**config.mk**
```make
export PLATFORM = sky130hd
export DESIGN_NAME = snip_bank
export DESIGN_NICKNAME = d
export VERILOG_FILES = /design/src/snip_pkg.sv /design/src/snip_bank.sv
export VERILOG_INCLUDE_DIRS = /design/src
export SDC_FILE = /design/constraint.sdc
export NUM_CORES = 2
export LEC_CHECK = 0
export BUFFER_PORTS_ARGS = -buffer_cell sky130_fd_sc_hd__buf_2
export CORE_MARGIN = 1
export CORE_UTILIZATION = 35
export CTS_CLUSTER_SIZE = 25
export DETAILED_ROUTE_END_ITERATION = 6
export PLACE_DENSITY = 0.61
export SYNTH_ARGS = -nofsm -noshare
export SYNTH_HDL_FRONTEND = slang
export SYNTH_SLANG_ARGS = --single-unit
```
**constraint.sdc**
```tcl
create_clock -name clock -period 9.1 [get_ports clock]
set_clock_uncertainty 0.05 [all_clocks]
set_input_delay 0.91 -clock clock [delete_from_list [all_inputs] [get_ports clock]]
set_output_delay 0.91 -clock clock [all_outputs]
set_load 0.1 [all_outputs]
```
**src/snip_params.svh**
```systemverilog
// constants for the stream-over-network transmit settings bank
`ifndef SNIP_PARAMS_SVH
`define SNIP_PARAMS_SVH
// category codes
`define SNIP_CAT_TX 8'h82
`define SNIP_CAT_IN 8'h83
`define SNIP_CAT_OUT 8'h84
// transmit items
`define SNIP_TX_CHANNEL_ENABLE 8'h01
`define SNIP_TX_FEC_GENERATE 8'h03
`define SNIP_TX_FEC_COLUMN_COUNT 8'h04
`define SNIP_TX_FEC_ROW_COUNT 8'h05
`define SNIP_TX_DESTINATION_IP 8'h06
`define SNIP_TX_ADDRESS_RESOLUTION_STATE 8'h07
`define SNIP_TX_DESTINATION_PORT 8'h08
`define SNIP_TX_PACKETS_PER_DATAGRAM 8'h09
`define SNIP_TX_ENCAPSULATION 8'h0a
`define SNIP_TX_CHANNEL_NUMBER 8'h0b
`define SNIP_TX_SOURCE_KIND 8'h0c
`define SNIP_TX_HOP_LIMIT 8'h0d
// asi input items
`define SNIP_IN_PACKET_LENGTH_SELECT 8'h01
`define SNIP_IN_PORT_NUMBER 8'h02
`define SNIP_IN_LINK_STATE 8'h03
`define SNIP_IN_STREAM_RATE 8'h04
`define SNIP_IN_BYTE_COUNTER 8'h05
`define SNIP_IN_CODE_ERROR_COUNTER 8'h06
`define SNIP_IN_SOURCE_SELECT 8'h07
// asi output items
`define SNIP_OUT_PACKET_LENGTH_SELECT 8'h01
`define SNIP_OUT_PORT_NUMBER 8'h02
`define SNIP_OUT_STREAM_RATE 8'h03
// ranges and fixed values
`define SNIP_FEC_COL_MIN 16'h0001
`define SNIP_FEC_COL_MAX 16'h0014
`define SNIP_FEC_ROW_MIN 16'h0004
`define SNIP_FEC_ROW_MAX 16'h0014
`define SNIP_FEC_AREA_MAX 32'h0000_0064
`define SNIP_PPD_MIN 8'h01
`define SNIP_PPD_MAX 8'h07
`define SNIP_LEN_SEL_MAX 8'h02
`define SNIP_SRC_SEL_MAX 8'h02
`define SNIP_BOOL_MAX 8'h01
`define SNIP_CHANNEL_ONE 32'h0000_0001
`define SNIP_SOURCE_ASI 8'h01
`define SNIP_PORT_ONE 8'h01
`define SNIP_PKT_LEN_188 8'hbc
`define SNIP_PKT_LEN_204 8'hcc
// reset values
`define SNIP_RST_ENABLE 8'h00
`define SNIP_RST_FEC_GEN 8'h00
`define SNIP_RST_FEC_COL 16'h0001
`define SNIP_RST_FEC_ROW 16'h0004
`define SNIP_RST_DEST_IP 32'h0000_0000
`define SNIP_RST_DEST_PORT 16'h0000
`define SNIP_RST_PPD 8'h07
`define SNIP_RST_ENCAP 8'h00
`define SNIP_RST_HOP 8'h40
`define SNIP_RST_LEN_SEL 8'h00
`define SNIP_RST_SRC_SEL 8'h00
`endif

```
**src/snip_pkg.sv**
```systemverilog
// types for the stream-over-network transmit settings bank
package snip_pkg;
  typedef struct packed {
    logic valid;
    logic write;
    logic [7:0] category;
    logic [7:0] item;
    logic [15:0] index;
    logic [63:0] data;
  } snip_cmd_t;
  typedef struct packed {
    logic valid;
    logic ok;
    logic [63:0] data;
  } snip_rsp_t;
  typedef struct packed {
    logic enable;
    logic fec_generate;
    logic [4:0] tx_fec_column_count;
    logic [4:0] tx_fec_row_count;
    logic [31:0] destination_ip;
    logic [15:0] destination_port;
    logic [2:0] packets_per_datagram;
    logic rtp;
    logic [7:0] hop_limit;
    logic [1:0] in_length_select;
    logic [1:0] source_select;
    logic [1:0] out_length_select;
  } snip_cfg_t;
  typedef struct packed {
    logic [7:0] tx_enable;
    logic [7:0] fec_gen;
    logic [15:0] fec_col;
    logic [15:0] fec_row;
    logic [31:0] dest_ip;
    logic [15:0] dest_port;
    logic [7:0] ppd;
    logic [7:0] encap;
    logic [7:0] hop;
    logic [7:0] in_len;
    logic [7:0] src_sel;
    logic [7:0] out_len;
    logic [7:0] resolve;
    logic [7:0] link;
    logic [31:0] in_rate;
    logic [31:0] out_rate;
    logic [63:0] byte_cnt;
    logic [63:0] viol_cnt;
    snip_rsp_t rsp;
    snip_cfg_t cfg;
    logic [7:0] tx_len;
    logic [7:0] out_bytes;
  } snip_state_t;
endpackage

```
**src/snip_bank.sv**
```systemverilog
// settings and status bank for the asi-to-network transmit path
`timescale 1ns/10ps
`include "snip_params.svh"

// Operation
// - transmit items reachable only in asi-to-ip mode
// - fec generation follows the fec item
// - tx_fec_column_count writable, one to twenty
// - tx_fec_row_count writable, four to twenty
// - columns times rows at most one hundred
// - resolution item: 0 resolved, 1 failed
// - destination port full sixteen-bit range
// - one to seven packets per datagram
// - encapsulation 0 plain udp, 1 rtp
// - channel index item always reads one
// - input type item always reads one
// - every packet stamped with configured ttl
// - asi input items only in asi-to-ip mode
// - input length: 188, 204, or incoming
// - input status 0 ok to 3 low rate
// - input rate in bps, 32 bits
// - 64-bit received byte counter
// - 64-bit code violation counter
// - source select: auto default, parallel, asi
// - asi output items only in ip-to-asi mode
// - output length: 188, 204, or received
module snip_bank (
  // clock and reset
  input wire logic clock,
  input wire logic rst_n,
  // mode strap level: 1 = asi-to-ip, 0 = ip-to-asi
  input wire logic asi_to_ip_mode,
  // command port from the protocol handler
  input wire snip_pkg::snip_cmd_t cmd,
  output snip_pkg::snip_rsp_t rsp,
  // status from the datapath
  input wire logic resolve_failed,
  input wire logic [1:0] link_state,
  input wire logic [31:0] in_rate_bps,
  input wire logic [31:0] out_rate_bps,
  input wire logic byte_received,
  input wire logic code_violation,
  // settings to the datapath
  output snip_pkg::snip_cfg_t cfg,
  output logic [7:0] tx_packet_length,
  output logic [7:0] out_packet_bytes
);

  //////////////////////////////////////////////////////////////////////////////
  snip_pkg::snip_state_t s_q;
  snip_pkg::snip_state_t s_d;
  logic cat_tx;
  logic cat_in;
  logic cat_out;
  logic wr;
  logic rd_ok;
  logic wr_ok;
  logic [63:0] rd_data;
  logic [31:0] area;

  // category gating by conversion mode; index is carried but only one channel exists
  assign cat_tx = cmd.category == `SNIP_CAT_TX && asi_to_ip_mode;
  assign cat_in = cmd.category == `SNIP_CAT_IN && asi_to_ip_mode;
  assign cat_out = cmd.category == `SNIP_CAT_OUT && !asi_to_ip_mode;
  assign wr = cmd.valid && cmd.write;

  //////////////////////////////////////////////////////////////////////////////
  always_comb begin
    rd_ok = 1'b1;
    rd_data = 64'h0;
    if (cat_tx) begin
      unique case (cmd.item)
        `SNIP_TX_CHANNEL_ENABLE: rd_data = {56'h0, s_q.tx_enable};
        `SNIP_TX_FEC_GENERATE: rd_data = {56'h0, s_q.fec_gen};
        `SNIP_TX_FEC_COLUMN_COUNT: rd_data = {48'h0, s_q.fec_col};
        `SNIP_TX_FEC_ROW_COUNT: rd_data = {48'h0, s_q.fec_row};
        `SNIP_TX_DESTINATION_IP: rd_data = {32'h0, s_q.dest_ip};
        `SNIP_TX_ADDRESS_RESOLUTION_STATE: rd_data = {56'h0, s_q.resolve};
        `SNIP_TX_DESTINATION_PORT: rd_data = {48'h0, s_q.dest_port};
        `SNIP_TX_PACKETS_PER_DATAGRAM: rd_data = {56'h0, s_q.ppd};
        `SNIP_TX_ENCAPSULATION: rd_data = {56'h0, s_q.encap};
        `SNIP_TX_CHANNEL_NUMBER: rd_data = {32'h0, `SNIP_CHANNEL_ONE};
        `SNIP_TX_SOURCE_KIND: rd_data = {56'h0, `SNIP_SOURCE_ASI};
        `SNIP_TX_HOP_LIMIT: rd_data = {56'h0, s_q.hop};
        default: rd_ok = 1'b0;
      endcase
    end else if (cat_in) begin
      unique case (cmd.item)
        `SNIP_IN_PACKET_LENGTH_SELECT: rd_data = {56'h0, s_q.in_len};
        `SNIP_IN_PORT_NUMBER: rd_data = {56'h0, `SNIP_PORT_ONE};
        `SNIP_IN_LINK_STATE: rd_data = {56'h0, s_q.link};
        `SNIP_IN_STREAM_RATE: rd_data = {32'h0, s_q.in_rate};
        `SNIP_IN_BYTE_COUNTER: rd_data = s_q.byte_cnt;
        `SNIP_IN_CODE_ERROR_COUNTER: rd_data = s_q.viol_cnt;
        `SNIP_IN_SOURCE_SELECT: rd_data = {56'h0, s_q.src_sel};
        default: rd_ok = 1'b0;
      endcase
    end else if (cat_out) begin
      unique case (cmd.item)
        `SNIP_OUT_PACKET_LENGTH_SELECT: rd_data = {56'h0, s_q.out_len};
        `SNIP_OUT_PORT_NUMBER: rd_data = {56'h0, `SNIP_PORT_ONE};
        `SNIP_OUT_STREAM_RATE: rd_data = {32'h0, s_q.out_rate};
        default: rd_ok = 1'b0;
      endcase
    end else begin
      rd_ok = 1'b0;
    end
  end

  //////////////////////////////////////////////////////////////////////////////
  // write range checks; a bad value is refused and leaves the item untouched
  always_comb begin
    wr_ok = 1'b0;
    area = 32'h0;
    if (cat_tx) begin
      unique case (cmd.item)
        `SNIP_TX_CHANNEL_ENABLE,
        `SNIP_TX_FEC_GENERATE,
        `SNIP_TX_ENCAPSULATION: wr_ok = cmd.data <= {56'h0, `SNIP_BOOL_MAX};
        `SNIP_TX_FEC_COLUMN_COUNT: begin
          area = cmd.data[15:0] * s_q.fec_row;
          wr_ok = cmd.data[63:16] == 48'h0 && cmd.data[15:0] >= `SNIP_FEC_COL_MIN
            && cmd.data[15:0] <= `SNIP_FEC_COL_MAX && area <= `SNIP_FEC_AREA_MAX;
        end
        `SNIP_TX_FEC_ROW_COUNT: begin
          area = cmd.data[15:0] * s_q.fec_col;
          wr_ok = cmd.data[63:16] == 48'h0 && cmd.data[15:0] >= `SNIP_FEC_ROW_MIN
            && cmd.data[15:0] <= `SNIP_FEC_ROW_MAX && area <= `SNIP_FEC_AREA_MAX;
        end
        `SNIP_TX_DESTINATION_IP: wr_ok = cmd.data[63:32] == 32'h0;
        `SNIP_TX_DESTINATION_PORT: wr_ok = cmd.data[63:16] == 48'h0;
        `SNIP_TX_PACKETS_PER_DATAGRAM: wr_ok = cmd.data >= {56'h0, `SNIP_PPD_MIN}
          && cmd.data <= {56'h0, `SNIP_PPD_MAX};
        `SNIP_TX_HOP_LIMIT: wr_ok = cmd.data[63:8] == 56'h0;
        default: wr_ok = 1'b0;
      endcase
    end else if (cat_in) begin
      unique case (cmd.item)
        `SNIP_IN_PACKET_LENGTH_SELECT: wr_ok = cmd.data <= {56'h0, `SNIP_LEN_SEL_MAX};
        `SNIP_IN_SOURCE_SELECT: wr_ok = cmd.data <= {56'h0, `SNIP_SRC_SEL_MAX};
        default: wr_ok = 1'b0;
      endcase
    end else if (cat_out) begin
      wr_ok = cmd.item == `SNIP_OUT_PACKET_LENGTH_SELECT
        && cmd.data <= {56'h0, `SNIP_LEN_SEL_MAX};
    end
  end

  //////////////////////////////////////////////////////////////////////////////
  always_comb begin
    s_d = s_q;
    s_d.resolve = {7'h0, resolve_failed};
    s_d.link = {6'h0, link_state};
    s_d.in_rate = in_rate_bps;
    s_d.out_rate = out_rate_bps;
    // counters wrap silently at 64 bits, far beyond any uptime
    if (byte_received) begin
      s_d.byte_cnt = s_q.byte_cnt + 64'h1;
    end
    if (code_violation) begin
      s_d.viol_cnt = s_q.viol_cnt + 64'h1;
    end
    s_d.rsp.valid = cmd.valid;
    s_d.rsp.ok = cmd.valid && (wr ? wr_ok : rd_ok);
    s_d.rsp.data = rd_data;
    if (wr && wr_ok) begin
      if (cat_tx) begin
        unique case (cmd.item)
          `SNIP_TX_CHANNEL_ENABLE: s_d.tx_enable = cmd.data[7:0];
          `SNIP_TX_FEC_GENERATE: s_d.fec_gen = cmd.data[7:0];
          `SNIP_TX_FEC_COLUMN_COUNT: s_d.fec_col = cmd.data[15:0];
          `SNIP_TX_FEC_ROW_COUNT: s_d.fec_row = cmd.data[15:0];
          `SNIP_TX_DESTINATION_IP: s_d.dest_ip = cmd.data[31:0];
          `SNIP_TX_DESTINATION_PORT: s_d.dest_port = cmd.data[15:0];
          `SNIP_TX_PACKETS_PER_DATAGRAM: s_d.ppd = cmd.data[7:0];
          `SNIP_TX_ENCAPSULATION: s_d.encap = cmd.data[7:0];
          `SNIP_TX_HOP_LIMIT: s_d.hop = cmd.data[7:0];
          default: s_d.hop = s_q.hop;
        endcase
      end else if (cat_in) begin
        if (cmd.item == `SNIP_IN_PACKET_LENGTH_SELECT) begin
          s_d.in_len = cmd.data[7:0];
        end else begin
          s_d.src_sel = cmd.data[7:0];
        end
      end else begin
        s_d.out_len = cmd.data[7:0];
      end
      s_d.rsp.data = cmd.data; // write reply echoes the value
    end
    // datapath view, registered so outputs come straight from flops
    s_d.cfg.enable = s_d.tx_enable[0];
    s_d.cfg.fec_generate = s_d.fec_gen[0];
    s_d.cfg.tx_fec_column_count = s_d.fec_col[4:0];
    s_d.cfg.tx_fec_row_count = s_d.fec_row[4:0];
    s_d.cfg.destination_ip = s_d.dest_ip;
    s_d.cfg.destination_port = s_d.dest_port;
    s_d.cfg.packets_per_datagram = s_d.ppd[2:0];
    s_d.cfg.rtp = s_d.encap[0];
    s_d.cfg.hop_limit = s_d.hop;
    s_d.cfg.in_length_select = s_d.in_len[1:0];
    s_d.cfg.source_select = s_d.src_sel[1:0];
    s_d.cfg.out_length_select = s_d.out_len[1:0];
    // zero length means pass the incoming size through
    unique case (s_d.in_len[1:0])
      2'h0: s_d.tx_len = `SNIP_PKT_LEN_188;
      2'h1: s_d.tx_len = `SNIP_PKT_LEN_204;
      default: s_d.tx_len = 8'h00;
    endcase
    unique case (s_d.out_len[1:0])
      2'h0: s_d.out_bytes = `SNIP_PKT_LEN_188;
      2'h1: s_d.out_bytes = `SNIP_PKT_LEN_204;
      default: s_d.out_bytes = 8'h00;
    endcase
  end

  //////////////////////////////////////////////////////////////////////////////
  always_ff @(posedge clock) begin
    if (!rst_n) begin
      s_q <= '0;
      s_q.tx_enable <= `SNIP_RST_ENABLE;
      s_q.fec_gen <= `SNIP_RST_FEC_GEN;
      s_q.fec_col <= `SNIP_RST_FEC_COL;
      s_q.fec_row <= `SNIP_RST_FEC_ROW;
      s_q.dest_ip <= `SNIP_RST_DEST_IP;
      s_q.dest_port <= `SNIP_RST_DEST_PORT;
      s_q.ppd <= `SNIP_RST_PPD;
      s_q.encap <= `SNIP_RST_ENCAP;
      s_q.hop <= `SNIP_RST_HOP;
      s_q.in_len <= `SNIP_RST_LEN_SEL;
      s_q.src_sel <= `SNIP_RST_SRC_SEL;
      s_q.out_len <= `SNIP_RST_LEN_SEL;
      s_q.cfg.tx_fec_column_count <= 5'h01;
      s_q.cfg.tx_fec_row_count <= 5'h04;
      s_q.cfg.packets_per_datagram <= 3'h7;
      s_q.cfg.hop_limit <= `SNIP_RST_HOP;
      s_q.tx_len <= `SNIP_PKT_LEN_188;
      s_q.out_bytes <= `SNIP_PKT_LEN_188;
    end else begin
      s_q <= s_d;
    end
  end

  assign rsp = s_q.rsp;
  assign cfg = s_q.cfg;
  assign tx_packet_length = s_q.tx_len;
  assign out_packet_bytes = s_q.out_bytes;

endmodule

```
* Word level (Yosys, flattened, before mapping) *
Index checks and enable logic that the tools add are counted.

cells by class
  add/subtract/negate cells = 2
  multipliers = 2
  order comparisons = 9
  equality and inequality tests = 18
  multiplexer cells = 37
  bitwise logic cells = 3
  reductions and logical operators = 35

operators by type and width
  kind                                                  number
  case mux 64 bit (7 select lines)                      1
  case mux 32 bit (11 select lines)                     1
  2-to-1 mux 64 bit                                     3
  2-to-1 mux 137 bit                                    1
  adder 64 x 1 -> 64 bit, second input constant         2
  2-to-1 mux 113 bit                                    1
  case mux 32 bit (3 select lines)                      1
  >= comparator 64 x 1 -> 1 bit, second input constant  1
  <= comparator 32 x 7 -> 1 bit, second input constant  2
  <= comparator 64 x 1 -> 1 bit, second input constant  1
  <= comparator 64 x 2 -> 1 bit, second input constant  1
  <= comparator 64 x 3 -> 1 bit, second input constant  1
  multiplier 16 x 16 -> 32 bit                          2
  2-to-1 mux 16 bit                                     4
  2-to-1 mux 32 bit                                     2
  logical NOT 56 bit                                    1
  2-to-1 mux 8 bit                                      7
  equality test 8 x 4 -> 1 bit, second input constant   6
  logical NOT 48 bit                                    1
  equality test 8 x 3 -> 1 bit, second input constant   4
  logical NOT 32 bit                                    1
  case mux 8 bit (2 select lines)                       2
  equality test 8 bit, second input constant            3
  2-to-1 mux 24 bit                                     1
  other kinds (18)                                      56

word-level totals
  flip-flop bits (word level) = 434
  input bits = 170
  output and inout port bits = 160
  word-level logic and storage cells = 140

* Depth between registers and ports, before layout *
  depth in word-level cells = 10
  mapped depth = 30
  mapped depth without buffers = 25

* Worst setup path after synthesis *
Ideal clock, no wire load.

  path type = input to register
  start = input port cmd[1] (netlist bit)
  end = register, netlist name cfg[34]
  arrival = 8.013 ns
  required time = 8.978 ns
  setup slack = 0.965 ns
  cell stages on the path = 25
  cell sequence = clkbuf_1 > clkbuf_1 > clkbuf_1 > nand2_1 > fa_1 > fa_1 > fa_1 > fa_1 > fa_1 > fa_1 > inv_1 > ha_1 > buf_4 > nand4_1 > or3_1 > o22ai_1 > a211oi_2 > or3_1 > nor2b_1 > xnor2_1 > or3_1 > o311ai_4 > and2_1 > buf_4 > mux2i_1

on the way
  longest elaborated chain between the ends = 8

ends and longest elaborated chain
  what                                                                  line              RTL
  from (decl)                                                           snip_bank.sv:34   input wire snip_pkg::snip_cmd_t cmd,
  branches (longest 5 deep; another with multiplier 16 x 16 -> 32 bit)  -
  2-to-1 mux 1 bit (*)                                                  snip_bank.sv:115  if (cat_tx) begin
  logical AND 1 bit (*)                                                 snip_bank.sv:166  if (wr && wr_ok) begin
  2-to-1 mux 137 bit (*)                                                snip_bank.sv:166

Every way passes the cells marked *.
A chain may end at the register's enable or synchronous reset.

* Worst setup path in the final report *
  start = input port cmd[7] (netlist bit)
  end = register, netlist name cfg[65]

on the way
  longest elaborated chain between the ends = 8

ends and longest elaborated chain
  what                                                                  line
  branches (longest 5 deep; another with multiplier 16 x 16 -> 32 bit)  -
  2-to-1 mux 1 bit (*)                                                  snip_bank.sv:115
  logical AND 1 bit (*)                                                 snip_bank.sv:166
  2-to-1 mux 137 bit (*)                                                snip_bank.sv:166

Marked as above.

==> results.md <==
- Sw Ratio: 0.2545
- Drt total wl: 114000 um
- Fin crit period: 8.465 ns
- FF-to-FF setup slack: 0.65 ns
- Hold_ws: 0.4044 ns
- Asr flop ratio synth: 0
- Remaining antenna violation count after routing: 0
- First-pass GRT wire length: 178700 um
- Dpl cell area: 38970 um2
- CP Capture Type: register
- Combinational power share: 0.079
- Vias in the first global route: 30320
- Yosys top cell area share: 0.2238
- Num CTS Buffers: 39
- Slew @ Worst Pin: 1.187 ns
- Cell repeated most along the worst path: fa_1
- Worst EP required: 9.52 ns
- Setup TNS: 0 ns
- Cells after synthesis: 4354
- Clock latency on the worst-skew pair: 0.57 ns
- Final Max Tran Viols: 0
- Starting Density: 0.3542
- RSZ-0062 raised after global routing: false
- Synth area leaders: dfxtp_1, fa_1, ha_1
- Post-route cell area: 40250 um2
- Die width: 326.1 um
- Vias: 30660
- Vias/cell: 5.268
- Layout cell share with drive strength beyond 1: 0.1221
- Global route overflow: 0
- DR iter-0 viols: 2178
- PwrDens: 94.01 nW/um2
- Nets@finish: 5178
- Synth warnings: 0
- Slowest stage cell, crit path: a41oi_4
- Synth area leader: dfxtp_1
- Cts repair resizes: 0
- Placed instance count: 5749
- Detailed Routing Iterations Pass 1: 7
- Flops & latches, synth: 411
- Hold Path Depth: 1
- Failing checks: DRC
- Max Freq: 118.1 MHz
- Drt drc: 1
- Antenna diodes: 0
- P_int: 2821 uW
- Initial antenna violation count: 13
- Worst path bufs/invs: 8
- Worst hold path endpoint: s_q[510]
- CTS clock-pin slew for the worst setup and hold paths: 0.06 ns
- Main flop type after synthesis: dfxtp_1
- Clk pwr share: 0.439
- Routability cong.: 0.9476
- CP Launch Type: input port
- Crit path kind: in -> reg
- Postcts setup bufs: 0
- RR Endpoint: cfg[65]
- Pwr Total: 3784 uW
- # hold bufs at CTS: 0
- Num ports: 330
- IO buf count: 309
- Mean Syn Cell Area: 8.445 um2
- Sequential power share: 0.483
- Cell variety after synth: 88
- Setup violators final: 0
- Chip height: 326.1 um
- Maximum VDD drop: 0.1499 mV
- GRT Util Overall: 0.2118
- Critical path's top delay family: adder cells
- Synth-to-layout area growth: 9.460%
- Hold crit path type: reg -> reg
- Max FO, Critical Path: 28
- # rows: 118
- Max-cap viol count: 0
- Clock Sink Count: 411
- Worst reg2reg path depth: 25
- Worst slew margin: 0.2089
- Die area: 106400 um2
- Worst EP arrival: 8.89 ns
- Largest net degree at the start of global routing: 97
- Sw Pwr: 962.8 uW
- Final Cycle Share: 0.9302
- Clk Tree Root Cell: clkbuf_16
- Clock buffer depth: 3
- Hold Violations, Final: 0
- Finished Layout Cells: 5819
- Core Footprint: 103800 um2
- Hold Crit Start: s_q[510]
- Critical path's largest stage delay: 0.68 ns
- Register area share after synthesis: 0.2238
- Post-DP HPWL: 89290 um
- Outcome: finished, violations left
- Leak pwr: 0.01839 uW
- Post-synth EDFFs: 0
- CTS tree: done
- WL per Instance: 19.60 um
- H-tree depth: 2
- Synth Cell Area: 36770 um2
- R2r startpoint: s_q[489]
final cells by class:
class | count | area, um2
fill | 10570 | 63550
multi-input combinational | 3054 | 24650
sequential | 411 | 8228
timing repair buffer | 437 | 2600
inverter | 467 | 1758
tap | 1380 | 1727
clock buffer | 53 | 1089
clock inverter | 17 | 191.4
worst max path at each step:
stage / start / endpoint / cells after the start
3_3_place_gp: cmd[7] / cfg[57] / 25
3_5_place_dp: cmd[7] / cfg[63] / 27
2_1_floorplan: cmd[1] / cfg[34] / 25
4_1_cts: cmd[7] / cfg[65] / 27
6_report: cmd[7] / cfg[65] / 27
5_1_grt: cmd[7] / cfg[56] / 26
sequential cells by signal, summed over array words and instances, names as in the netlist, named ones only:
register,cells
s_q,281
cfg,56
out_packet_bytes,3
rsp,66
tx_packet_length,3
power by group through the flow:
stage          clock network [uW]  registers, uW  logic (uW)
2_1_floorplan                   0           1860         174
5_1_grt                      1760           1830         322
3_5_place_dp                    0           1870         295
6_report                     1660           1830         298
3_3_place_gp                    0           1870         293
4_1_cts                      1690           1830         297
placed cells by master (no fill, tap or decap), types with 39 or more instances in the layout:
master       n
and3_1      97
buf_2      307
buf_4      123
a21oi_1    184
nand4_1     54
xor2_1      81
nor2_1     288
fa_1       388
xnor2_1     50
ha_1       210
a22oi_1     57
o21ai_0    129
mux2i_1     93
nand2_1    499
clkbuf_16   39
and2_1     330
nand3_1    123
dfxtp_1    411
inv_1      466
logic make-up (layout without fill, tap and decap cells):
family	Yosys count	after routing	share of synthesized area
buf+inv	892	974	0.1081
flops	411	411	0.2238
other cells	1	4	0.0001020
compound gates	637	637	0.1124
mux	104	104	0.02899
simple gates	1580	1580	0.2126
xor+xnor	131	131	0.03121
fa+ha+maj	598	598	0.2827
through the flow:
| stage | setup slack, ns | util |
|---|---|---|
| floorplan | 0.9649 | - |
| detailed placement | 0.1771 | 0.3754 |
| finish | 0.6354 | 0.3878 |
| global route | 0.2108 | 0.3878 |
| CTS | 0.7263 | 0.3878 |
| global placement | 0.2348 | 0.3754 |
Yosys cell counts, types with 18 or more instances:
cell / instances
and3_1: 97
and2_1: 330
nor3_1: 37
nand4_1: 54
mux2i_1: 93
buf_4: 162
a21o_1: 28
nand2_1: 499
o21ai_0: 129
a31oi_1: 24
nor2_1: 290
nor4_1: 31
clkbuf_1: 235
xnor2_1: 50
o22ai_1: 18
a221oi_1: 31
nand3_1: 123
xor2_1: 81
ha_1: 210
a22oi_1: 57
nand2b_1: 18
o21a_1: 28
or3_1: 36
inv_1: 466
fa_1: 388
dfxtp_1: 411
a21oi_1: 185
metal layers:
layer / vias to the layer above / GRT usage / wire, um
met3: 185 / 0.03331 / 7451
met1: 15180 / 0.2863 / 50440
met2: 1024 / 0.3476 / 52670
met4: 22 / 0.06093 / 3323
met5: - / 0 / 153
li1: 14250 / - / -
worst register-to-register path, stage by stage, from the launching register on:
cell and delay [ns]:
dfxtp_1 0.93, nand2_1 0.20, fa_1 0.57, inv_1 0.05
fa_1 0.49, inv_1 0.05, fa_1 0.48, inv_1 0.06
fa_1 0.53, fa_1 0.57, inv_1 0.06, fa_1 0.54
inv_1 0.05, ha_1 0.29, nand4_1 0.15, or3_1 0.40
o22ai_1 0.34, a211oi_2 0.16, or3_1 0.40, o21ai_1 0.19
xnor2_1 0.10, nor3_1 0.44, a41oi_4 0.46, buf_4 0.42
o21ai_0 0.22, a21oi_1 0.11
Power figures use the tool's default switching activity.
